<file path="src/include/itc_pkg.sv">
// shared constants of the interrupt throttle and cause-clear block
package itc_pkg;
    // ==========================================================
    // sizes
    localparam int NUM_VEC = 5;
    localparam int TIMER_W = 16;
    localparam int CAUSE_W = 32;
    // ==========================================================
    // timing
    localparam int CLK_PERIOD_NS = 8;
    localparam int TICK_NS = 256;
    localparam int TICK_CYC = (TICK_NS + CLK_PERIOD_NS - 1) / CLK_PERIOD_NS;
    // advisory ceiling for software, not enforced in hardware
    localparam int MAX_IRQ_PER_SEC = 7813;
    // ==========================================================
    // cause field layout
    localparam int AUTOCLR_LO = 20;
    localparam int AUTOCLR_HI = 24;
    localparam logic [31:0] AUTOCLR_FIELD = 32'h01f0_0000;
    // ==========================================================
    // reset values
    localparam logic [31:0] CAUSE_RST = 32'h0000_0000;
    localparam logic [31:0] MASK_RST = 32'h0000_0000;
    localparam logic [31:0] AUTOCLR_RST = 32'h0000_0000;
    localparam logic [15:0] THR_RST = 16'h0000;
endpackage

</file>
<file path="src/include/itc_thr_if.sv">
// carrier between the cause logic, the tick generator and the vector timers
`timescale 1ns/10ps
interface itc_thr_if #(
    parameter int NUM_VEC = itc_pkg::NUM_VEC,
    parameter int TIMER_W = itc_pkg::TIMER_W
);
    logic tick;
    logic [NUM_VEC-1:0][TIMER_W-1:0] interval;
    logic [NUM_VEC-1:0] pending;
    logic [NUM_VEC-1:0] fire;

    modport tck (output tick);
    modport thr (input tick, input interval, input pending, output fire);
    modport ctl (output interval, output pending, input fire);
endinterface

</file>
<file path="src/rtl/itc_tick_gen.sv">
// 256 ns tick generator running off the core clock
`timescale 1ns/10ps
module itc_tick_gen (
    input wire logic CLK, // core clock
    input wire logic RESETN, // synchronous reset, active low
    itc_thr_if.tck thr // tick out
);
    localparam int CW = $clog2(itc_pkg::TICK_CYC);

    typedef struct packed {
        logic [CW-1:0] cnt;
        logic tick;
    } itc_tick_t;

    itc_tick_t r_ff;
    itc_tick_t nxt_r;

    // ==========================================================
    // prescaler
    always_comb
    begin
        nxt_r = r_ff;
        nxt_r.tick = 1'b0;
        if (r_ff.cnt == CW'(itc_pkg::TICK_CYC - 1))
        begin
            nxt_r.cnt = '0;
            nxt_r.tick = 1'b1;
        end
        else
        begin
            nxt_r.cnt = r_ff.cnt + CW'(1);
        end
    end

    always_ff @(posedge CLK)
    begin
        if (!RESETN)
            r_ff <= '0;
        else
            r_ff <= nxt_r;
    end

    assign thr.tick = r_ff.tick;
endmodule // itc_tick_gen

</file>
<file path="src/rtl/itc_vec_timer.sv">
// per-vector countdown throttle timers
`timescale 1ns/10ps
module itc_vec_timer #(
    parameter int NUM_VEC = itc_pkg::NUM_VEC,
    parameter int TIMER_W = itc_pkg::TIMER_W
)(
    input wire logic CLK, // core clock
    input wire logic RESETN, // synchronous reset, active low
    itc_thr_if.thr thr // interval, pending, tick in; fire out
);
    // one spare bit: reload is interval+1 so the gap never falls short
    typedef struct packed {
        logic [NUM_VEC-1:0][TIMER_W:0] cnt;
    } itc_tmr_t;

    itc_tmr_t r_ff;
    itc_tmr_t nxt_r;
    logic [NUM_VEC-1:0] fire_c;

    // ==========================================================
    // countdown
    always_comb
    begin
        nxt_r = r_ff;
        for (int v = 0; v < NUM_VEC; v++)
        begin
            fire_c[v] = (r_ff.cnt[v] == '0) && thr.pending[v];
            if (fire_c[v])
            begin
                if (thr.interval[v] == '0)
                    nxt_r.cnt[v] = '0;
                else
                    nxt_r.cnt[v] = {1'b0, thr.interval[v]} + (TIMER_W + 1)'(1);
            end
            else if (thr.tick && (r_ff.cnt[v] != '0))
            begin
                nxt_r.cnt[v] = r_ff.cnt[v] - (TIMER_W + 1)'(1);
            end
            // idle at zero with nothing pending: counter rests there
        end
    end

    always_ff @(posedge CLK)
    begin
        if (!RESETN)
            r_ff <= '0;
        else
            r_ff <= nxt_r;
    end

    assign thr.fire = fire_c;
endmodule // itc_vec_timer

</file>
<file path="src/rtl/itc_throttle_clear.sv">
// interrupt cause, mask, auto-clear and throttled message issue
//
// Overview of operation
// - outside vector mode, one throttle timer (vector 0) governs every cause.
// - in vector mode each vector has its own timer and mapped causes.
// - throttle interval counts in units of 256 ns.
// - programmed minimum gap between messages holds regardless of traffic.
// - every throttle interval reads zero after reset.
// - each event sets its cause bit at once, whatever the timer state.
// - a vector's message waits until its timer has reached zero.
// - sending a message reloads the timer and restarts the countdown.
// - timer reaching zero with nothing pending stays at zero.
// - an event while the timer rests at zero is sent immediately.
// - auto-clear acts only on causes enabled in auto_clear_enable.
// - after a vector message, enabled causes of that vector clear.
// - writing the cause register clears bits written with one.
// - reading the cause register returns it then clears all bits.
// - only unmasked set causes interrupt; events record regardless of mask.
// - auto-clear on bits 24:20 clears both cause and mask bit.
// - writing one to cause_set sets that cause bit.
// - mask_set sets, mask_clear clears, mask read returns current mask.
`timescale 1ns/10ps
module itc_throttle_clear #(
    parameter int NUM_VEC = itc_pkg::NUM_VEC,
    parameter int TIMER_W = itc_pkg::TIMER_W
)(
    input wire logic CLK, // core clock, 125 MHz
    input wire logic RESETN, // synchronous reset, active low
    input wire logic MSIX_MODE, // 1: per-vector messages, 0: single timer
    input wire logic [31:0] EVENT, // one-cycle cause events, one per bit
    input wire logic [31:0] REG_WDATA, // data for all write strobes
    input wire logic CAUSE_CLR_WR, // write to cause_register, ones clear
    input wire logic CAUSE_RD, // read of cause_register, clears it
    input wire logic CAUSE_SET_WR, // write to cause_set
    input wire logic MASK_SET_WR, // write to mask_set
    input wire logic MASK_CLR_WR, // write to mask_clear
    input wire logic AUTOCLR_WR, // write to auto_clear_enable
    input wire logic THR_WR, // write to vector_throttle_interval[THR_SEL]
    input wire logic [2:0] THR_SEL, // interval select, 0 is throttle_interval
    output logic [31:0] CAUSE_Q, // live cause contents
    output logic [31:0] CAUSE_RDATA, // value returned by last cause read
    output logic [31:0] MASK_Q, // current mask, read of mask_set
    output logic [31:0] AUTOCLR_Q, // auto_clear_enable contents
    output logic [TIMER_W-1:0] THR_RDATA, // interval selected by THR_SEL
    output logic [NUM_VEC-1:0] MSG_FIRE, // one-cycle message request per vector
    output logic INT_PENDING // some unmasked cause is set
);
    // ==========================================================
    // state
    typedef struct packed {
        logic [31:0] cause;
        logic [31:0] mask;
        logic [31:0] autoclr;
        logic [NUM_VEC-1:0][TIMER_W-1:0] thr;
        logic [31:0] cause_rd;
        logic [TIMER_W-1:0] thr_rd;
        logic [NUM_VEC-1:0] fire;
        logic pend;
    } itc_regs_t;

    localparam itc_regs_t REGS_RST = '{
        cause: itc_pkg::CAUSE_RST,
        mask: itc_pkg::MASK_RST,
        autoclr: itc_pkg::AUTOCLR_RST,
        thr: {NUM_VEC{TIMER_W'(itc_pkg::THR_RST)}},
        cause_rd: itc_pkg::CAUSE_RST,
        thr_rd: TIMER_W'(itc_pkg::THR_RST),
        fire: '0,
        pend: 1'b0
    };

    itc_regs_t r_ff;
    itc_regs_t nxt_r;

    itc_thr_if #(.NUM_VEC(NUM_VEC), .TIMER_W(TIMER_W)) thr_bus ();

    // ==========================================================
    // cause to vector routing
    // in vector mode, queue causes 20..23 go to vectors 0..3; bit 24 and the legacy
    // non-queue bits all share the last vector
    function automatic logic [31:0] cause_map(input int v, input logic msix);
        logic [31:0] m;
        m = 32'h0000_0000;
        if (!msix)
        begin
            if (v == 0)
                m = 32'hffff_ffff;
        end
        else
        begin
            for (int b = 0; b < 32; b++)
            begin
                if (b >= itc_pkg::AUTOCLR_LO && b <= itc_pkg::AUTOCLR_HI)
                    m[b] = ((b - itc_pkg::AUTOCLR_LO) == v);
                else
                    m[b] = (v == NUM_VEC - 1);
            end
        end
        return m;
    endfunction

    // ==========================================================
    // timers
    itc_tick_gen u_tick (
        .CLK(CLK),
        .RESETN(RESETN),
        .thr(thr_bus.tck)
    );

    itc_vec_timer #(.NUM_VEC(NUM_VEC), .TIMER_W(TIMER_W)) u_timer (
        .CLK(CLK),
        .RESETN(RESETN),
        .thr(thr_bus.thr)
    );

    always_comb
    begin
        for (int v = 0; v < NUM_VEC; v++)
        begin
            thr_bus.interval[v] = r_ff.thr[v];
            thr_bus.pending[v] = |(r_ff.cause & r_ff.mask & cause_map(v, MSIX_MODE));
        end
    end

    // ==========================================================
    // register update
    always_comb
    begin
        logic [31:0] set_c;
        logic [31:0] clr_c;
        logic [31:0] auto_c;
        logic [31:0] mset_c;
        logic [31:0] mclr_c;
        set_c = EVENT;
        clr_c = 32'h0000_0000;
        auto_c = 32'h0000_0000;
        mset_c = 32'h0000_0000;
        mclr_c = 32'h0000_0000;
        nxt_r = r_ff;

        if (CAUSE_SET_WR)
            set_c = set_c | REG_WDATA;
        if (CAUSE_CLR_WR)
            clr_c = clr_c | REG_WDATA;
        if (CAUSE_RD)
            clr_c = 32'hffff_ffff;

        // auto-clear follows a sent vector message only in vector mode
        if (MSIX_MODE)
        begin
            for (int v = 0; v < NUM_VEC; v++)
            begin
                if (thr_bus.fire[v])
                    auto_c = auto_c | (cause_map(v, 1'b1) & r_ff.autoclr);
            end
        end

        // set terms applied last so a same-cycle event survives any clear
        nxt_r.cause = (r_ff.cause & ~(clr_c | auto_c)) | set_c;

        if (MASK_SET_WR)
            mset_c = REG_WDATA;
        if (MASK_CLR_WR)
            mclr_c = REG_WDATA;
        nxt_r.mask = (r_ff.mask & ~(mclr_c | auto_c)) | mset_c;

        // only bits 24:20 can be enabled for auto-clear
        if (AUTOCLR_WR)
            nxt_r.autoclr = REG_WDATA & itc_pkg::AUTOCLR_FIELD;

        if (THR_WR && (int'(THR_SEL) < NUM_VEC))
            nxt_r.thr[THR_SEL] = REG_WDATA[TIMER_W-1:0];

        if (CAUSE_RD)
            nxt_r.cause_rd = r_ff.cause;

        if (int'(THR_SEL) < NUM_VEC)
            nxt_r.thr_rd = r_ff.thr[THR_SEL];
        else
            nxt_r.thr_rd = '0;

        nxt_r.fire = thr_bus.fire;
        nxt_r.pend = |(r_ff.cause & r_ff.mask);
    end

    always_ff @(posedge CLK)
    begin
        if (!RESETN)
            r_ff <= REGS_RST;
        else
            r_ff <= nxt_r;
    end

    // ==========================================================
    // outputs
    assign CAUSE_Q = r_ff.cause;
    assign CAUSE_RDATA = r_ff.cause_rd;
    assign MASK_Q = r_ff.mask;
    assign AUTOCLR_Q = r_ff.autoclr;
    assign THR_RDATA = r_ff.thr_rd;
    assign MSG_FIRE = r_ff.fire;
    assign INT_PENDING = r_ff.pend;
endmodule // itc_throttle_clear

</file>
<file path="config.mk">
export PLATFORM = sky130hd
export DESIGN_NAME = itc_throttle_clear
export DESIGN_NICKNAME = d
export VERILOG_FILES = /design/src/include/itc_pkg.sv /design/src/include/itc_thr_if.sv /design/src/rtl/itc_tick_gen.sv /design/src/rtl/itc_vec_timer.sv /design/src/rtl/itc_throttle_clear.sv
export SDC_FILE = /design/constraint.sdc
export NUM_CORES = 1
export LEC_CHECK = 0
export BUFFER_PORTS_ARGS = -buffer_cell sky130_fd_sc_hd__buf_2
export CAP_MARGIN = 40
export CORE_ASPECT_RATIO = 0.6
export CORE_UTILIZATION = 58
export DETAILED_ROUTE_END_ITERATION = 7
export PLACE_DENSITY = 0.81
export SYNTH_ARGS = -nofsm -noshare
export SYNTH_HDL_FRONTEND = slang
export SYNTH_SLANG_ARGS = --single-unit
export TNS_END_PERCENT = 50
</file>
<file path="constraint.sdc">
create_clock -name CLK -period 3.47 [get_ports CLK]
set_clock_uncertainty 0.2 [all_clocks]
set_input_delay 0.1735 -clock CLK [delete_from_list [all_inputs] [get_ports CLK]]
set_output_delay 0.1735 -clock CLK [all_outputs]
set_load 0.05 [all_outputs]
</file>
Word-level counts from Yosys, hierarchy flattened:

Index checks and enable logic that the tools add are counted.
W data, S select, Z words.

* add/subtract/negate cells: 11
* magnitude comparators: 3
* eq/ne operators: 1
* multiplexer cells: 51
* bitwise gates (word level): 25
* reduce and logical (&&, ||, !) cells: 40

Operators by type and width (count)
* $mux W32: 27
* $or A32 B32 Y32: 9
* $and A32 B32 Y32: 8
* $mux W17: 15
* $reduce_or A32 Y1: 6
* $and A32 B25 Y32: 5
* $add A16 B1 Y17 const B: 5
* $logic_not A17 Y1: 5
* $reduce_bool A17 Y1: 5
* $sub A17 B1 Y17 const B: 5
* $bwmux W80: 1
* $logic_not A16 Y1: 5
* $not A32 Y32: 2
* $bmux W16 S3: 1
* $demux W16 S3: 1
* $mux W16: 2
* $mux W24: 1
* $mux W23: 1
* $mux W22: 1
* $logic_and A1 B1 Y1: 12
* $reduce_bool A2 Y1: 5
* $add A5 B1 Y5 const B: 1
* $eq A5 B5 Y1 const B: 1
* $lt A3 B4 Y1 const B: 1
* other kinds (6): 6

* register bits after elaboration: 294
* output and inout bits: 150
* logic and storage cells: 150

Longest topological paths before layout:

* depth in word-level cells: 25
* depth in mapped cells: 10
* mapped depth without buffers: 8

By module:

From an unflattened synthesis, not the netlist that was laid out.

* cell total of the unflattened synthesis: 1960
* area total of the unflattened synthesis: 16345.7 um^2

By module, submodules not included
* itc_throttle_clear: times used 1, cells each 1106, area each 9678.0 um^2, sequential area each 4063.9 um^2
* itc_vec_timer: times used 1, cells each 832, area each 6438.7 um^2, sequential area each 1701.6 um^2
* itc_tick_gen: times used 1, cells each 22, area each 229.0 um^2, sequential area each 120.1 um^2

Worst setup path before layout:

Ideal clock, no wire load.

* path kind: reg2reg
* start: register u_timer.r_ff[68] (netlist name)
* end: register u_timer.r_ff[80] (netlist name)
* setup time: 0.119 ns
* data arrival time: 2.417 ns
* required time: 3.151 ns
* path slack: 0.734 ns
* stages on the path, launching flop included: 10
* path buffers: 1
* clock period less this slack: 2.736 ns
* cells stage by stage: dfxtp_1 inv_1 ha_1 or4b_2 or3_1 nor2_2 and3_1 buf_2 nor3_1 o221a_2

* word-level cells in the longest chain between the ends: 3
* elaborated cells between the ends (all ways): 8
* classes of those cells: add/sub: 1; mux: 2; reduce/logical: 5

RTL lines
* from (decl): RTL line itc_vec_timer.sv:16 `itc_tmr_t r_ff;`
* from (signal assigned): RTL line itc_vec_timer.sv:48 `r_ff <= nxt_r;`
* $sub A17 B1 Y17, or another cell as far along: RTL line itc_vec_timer.sv:37 `nxt_r.cnt[v] = r_ff.cnt[v] - (TIMER_W + 1)'(1);`
* $mux W17, or another cell as far along: RTL line itc_vec_timer.sv:35 `else if (thr.tick && (r_ff.cnt[v] != '0))`
* $mux W17 or $reduce_bool A2 Y1 (tied branches)

Several ways; a longest one is shown, not always the timed one. The select of a mux whose other input is x is not followed.
A chain may end at the register's enable or synchronous reset.

Final worst setup path:

* start: register r_ff (netlist bit CAUSE_Q[25])
* end: register u_timer.r_ff[82] (netlist name)

* word-level cells in the longest chain between the ends: 5
* elaborated cells between the ends (all ways): 6
* classes of those cells: mux: 1; bitwise: 2; reduce/logical: 3

RTL lines
* from (decl): RTL line itc_throttle_clear.sv:72 `itc_regs_t r_ff;`
* from (signal assigned): RTL line itc_throttle_clear.sv:191 `r_ff <= nxt_r;`
* $and A32 B32 Y32 * (2 in a row): RTL line itc_throttle_clear.sv:121 `thr_bus.pending[v] = |(r_ff.cause & r_ff.mask & cause_map(v, MSIX_MODE));`
* $reduce_or A32 Y1 *: RTL line itc_throttle_clear.sv:121
* $logic_and A1 B1 Y1 *: RTL line itc_vec_timer.sv:27 `fire_c[v] = (r_ff.cnt[v] == '0) && thr.pending[v];`
* $mux W17 or $reduce_bool A2 Y1 (tied branches)

Every way passes the cells marked *; elsewhere a longest branch is shown, timed or not.

==> impl_results.md <==
* Status: complete, no violations
* Slowest stage delay, CP at 0.87 ns
* Pleak at 7.33 nW
* Core region area at 26500 µm²
* Most frequent cells in the layout: nand2_1, dfxtp_1, a21oi_1
* DRT Pass-1 Iters at 8
* Synth Area in Adders at 0.0135
* Fin crit share at 0.965
* Buffers on Ports at 199
* Root buffer cell: clkbuf_16
* Vias in the first global route at 14400
* Sequential-to-total area share from yosys stat at 0.374
* Total grt overflow at 0
* CP Data Arrival Time at 3.63 ns
* Final Hold Viols at 0
* Setup crit end kind: register
* Pwr Total at 9.16 mW
* Max clock buf depth at 3
* CTS tree: built
* CTS sink cnt at 294
* Min Tclk post-route at 3.35 ns
* Vias at 15800
* Avg Cell Area, Syn at 7.91 µm²
* Synth Area in Compound Gates at 0.154
* Post-Synth XOR/XNOR Area at 0.0512
* Crit path max-delay cell type: or4_1
* Die area at 27800 µm²
* Die Width at 215 µm
* Die H at 130 µm
* Category of the most critical setup path: register to register
* Worst Path Buf+Inv at 0
* Largest family of logic cells by synthesized area: simple AND/OR/NAND/NOR gates
* CTS Buf Count at 27
* Simple-Gate Fraction of Synth Area at 0.246
* Critical Path RT at 3.75 ns
* Initial core utilization at 0.594
* Initial antenna violation count at 2
* Crit start category: register
* Max Fclk at 299 MHz
* CP Cell Sequence: a22oi_1 > nand4_1 > or4_1 > a31oi_1 > o21ai_0 > a21oi_1
* Crit-path max FO at 11
* Yosys top cell area share at 0.374
* Cell Rows at 46
* CTS H-tree depth at 1
* Max-Cap Viols at 0
* DRT Wirelength at 51600 µm
* Final setup vio count at 0
* Setup_tns at 0 ns
* Most common cell after layout, fill and taps aside: nand2_1
* Maximum number of pins on one net before global-route repair at 80
* Post-route cell area at 18100 µm²
* Worst hold path class: input port to register
* Prevailing post-synth register cell: dfxtp_1
* Cells after Synth at 1991
* Slew Viols, Final at 0
* Synth warn at 0
* First-pass GRT wire length at 79600 µm
* RSZ-0062 raised after global routing: false
* Final Wtd Congestion at 0.991
* Top cell type by total area after synthesis: dfxtp_1
* Fin nets at 2221
* DRC viols at 0
* Max_slew headroom at 0.409
* Worst-skew pair later-pin latency at 0.57 ns
* Worst slew pin tran at 0.887 ns
* Pwr Density at 506 nW/µm²
* Final ANT Viol Nets at 0
* Share of cells above drive strength 1 at 0.142
* Peak VDD IR at 0.000484 V
* Clock transition at path regs at 0.07 ns
* Async S/R FF share, synth at 0
* Via/cell ratio at 6.30
* Detailed Route Iter0 Violations at 2180
* Util after Layout at 0.682
* Netlist cell types at 68
* CP delay by family, top: compound AO/OA/AOI/OAI gates
* Post-synth EDFFs at 0
* GRT Util Overall at 0.360
* Io pins at 227
* DP Area at 15900 µm²
* Mux contribution to synthesized area at 0.0503
* Mapped Area at 15700 µm²
* Post-DP HPWL at 34000 µm
* Area delta synth->final at 14.9%
* Yosys reg bits at 294
* Wire per inst at 20.6 µm
* Synth top area cells: dfxtp_1, nand2_1, a21oi_1
[worst reg2reg max path: stages (launching register included)]
cell and delay (ns):
dfxtp_1 0.35, a22oi_1 0.54, nand4_1 0.35, or4_1 0.87, a31oi_1 0.61, o21ai_0 0.20, a21oi_1 0.16
[flip-flops by register name, summed over array words and instances, names as in the netlist]
| register | count |
|---|---|
| THR_RDATA | 16 |
| INT_PENDING | 1 |
| AUTOCLR_Q | 5 |
| CAUSE_Q | 32 |
| u_tick.thr.tick | 1 |
| r_ff | 80 |
| u_tick.r_ff | 5 |
| u_timer.r_ff | 85 |
| CAUSE_RDATA | 32 |
| MASK_Q | 32 |
| MSG_FIRE | 5 |
[area by class of cell]
type	count	area (µm²)
Clock buffer	43	796
Inverter	37	144
Multi-Input combinational cell	1415	8230
Sequential cell	294	5890
Timing Repair Buffer	352	2490
Fill cell	2013	8430
Clock inverter	5	103
Tap cell	360	450
Antenna cell	1	2.50
[worst paths after layout]
kind,start,to,slack [ns],cells past startpoint
setup reg to reg,CAUSE_Q[25],u_timer.r_ff[82],0.12,6
hold reg to reg,u_tick.r_ff[1],u_tick.r_ff[1],0.26,1
hold / removal,CAUSE_RD,CAUSE_RDATA[11],0.05,3
setup / recovery,CAUSE_Q[25],u_timer.r_ff[82],0.12,6
[layer usage]
layer / share of wire / global-route usage / routed length [µm]
met4: 0.032 / 0.120 / 1650
met1: 0.41 / 0.507 / 21300
met3: 0.14 / 0.105 / 7350
met5: 0.00025 / 0 / 13
met2: 0.41 / 0.528 / 21300
[metrics by stage]
step	hold WS, ns	std cells	worst slack (ns)
floorplan	0.110	2017	0.734
CTS	0.00840	2505	0.142
global route	0.0699	2507	0.108
detailed placement	0.221	2332	0.341
finish	0.0451	2507	0.122
global placement	0.225	2328	0.361
[synthesized netlist by cell type, types with 4 or more instances]
cell type	n
xor2_1	42
buf_4	150
o211ai_1	9
a31oi_1	11
a21o_1	4
and2_1	6
buf_1	12
nor4b_1	7
a211oi_1	12
nor2_1	188
and3_1	17
a311oi_1	10
nand3_1	49
mux4_2	16
xnor2_1	50
a22oi_1	45
nor2b_1	23
mux2i_1	42
nand2_1	314
nor4_1	26
nand4_1	25
nand2b_1	9
or4_1	20
nand4b_1	4
o21a_1	8
buf_2	5
and4_1	10
ha_1	17
nor3_1	50
inv_1	37
o31ai_1	8
nand3b_1	32
or3_1	9
a21oi_1	230
a32oi_1	4
o22ai_1	4
o21ai_0	44
dfxtp_1	294
or2_2	4
clkbuf_1	102
[power by group]
part           internal (mW)  switching (mW)  leakage, nW
clock network           1.79            1.34        0.434
registers               3.55           0.211         2.40
logic                  0.765            1.51         4.50
total                   6.10            3.06         7.33
[cell families (layout without fill, tap and decap cells)]
group,after synthesis,count (layout)
other,1,28
flip-flops,294,294
multiplexers,59,59
buffers and inverters,308,437
AND/OR/NAND/NOR,810,810
XOR/XNOR,92,92
AO/OA/AOI/OAI,410,410
adder cells (fa/ha/maj),17,17
[timing repair]
action / CTS / global route
endpoints found under the hold margin: 168 / 0
setup endpoints to repair: 0 / 1
setup buffers: 0 / 0
hold buffers: 125 / 0
resized for setup: 0 / 1
Note: power is estimated with default switching activity, not from simulation.
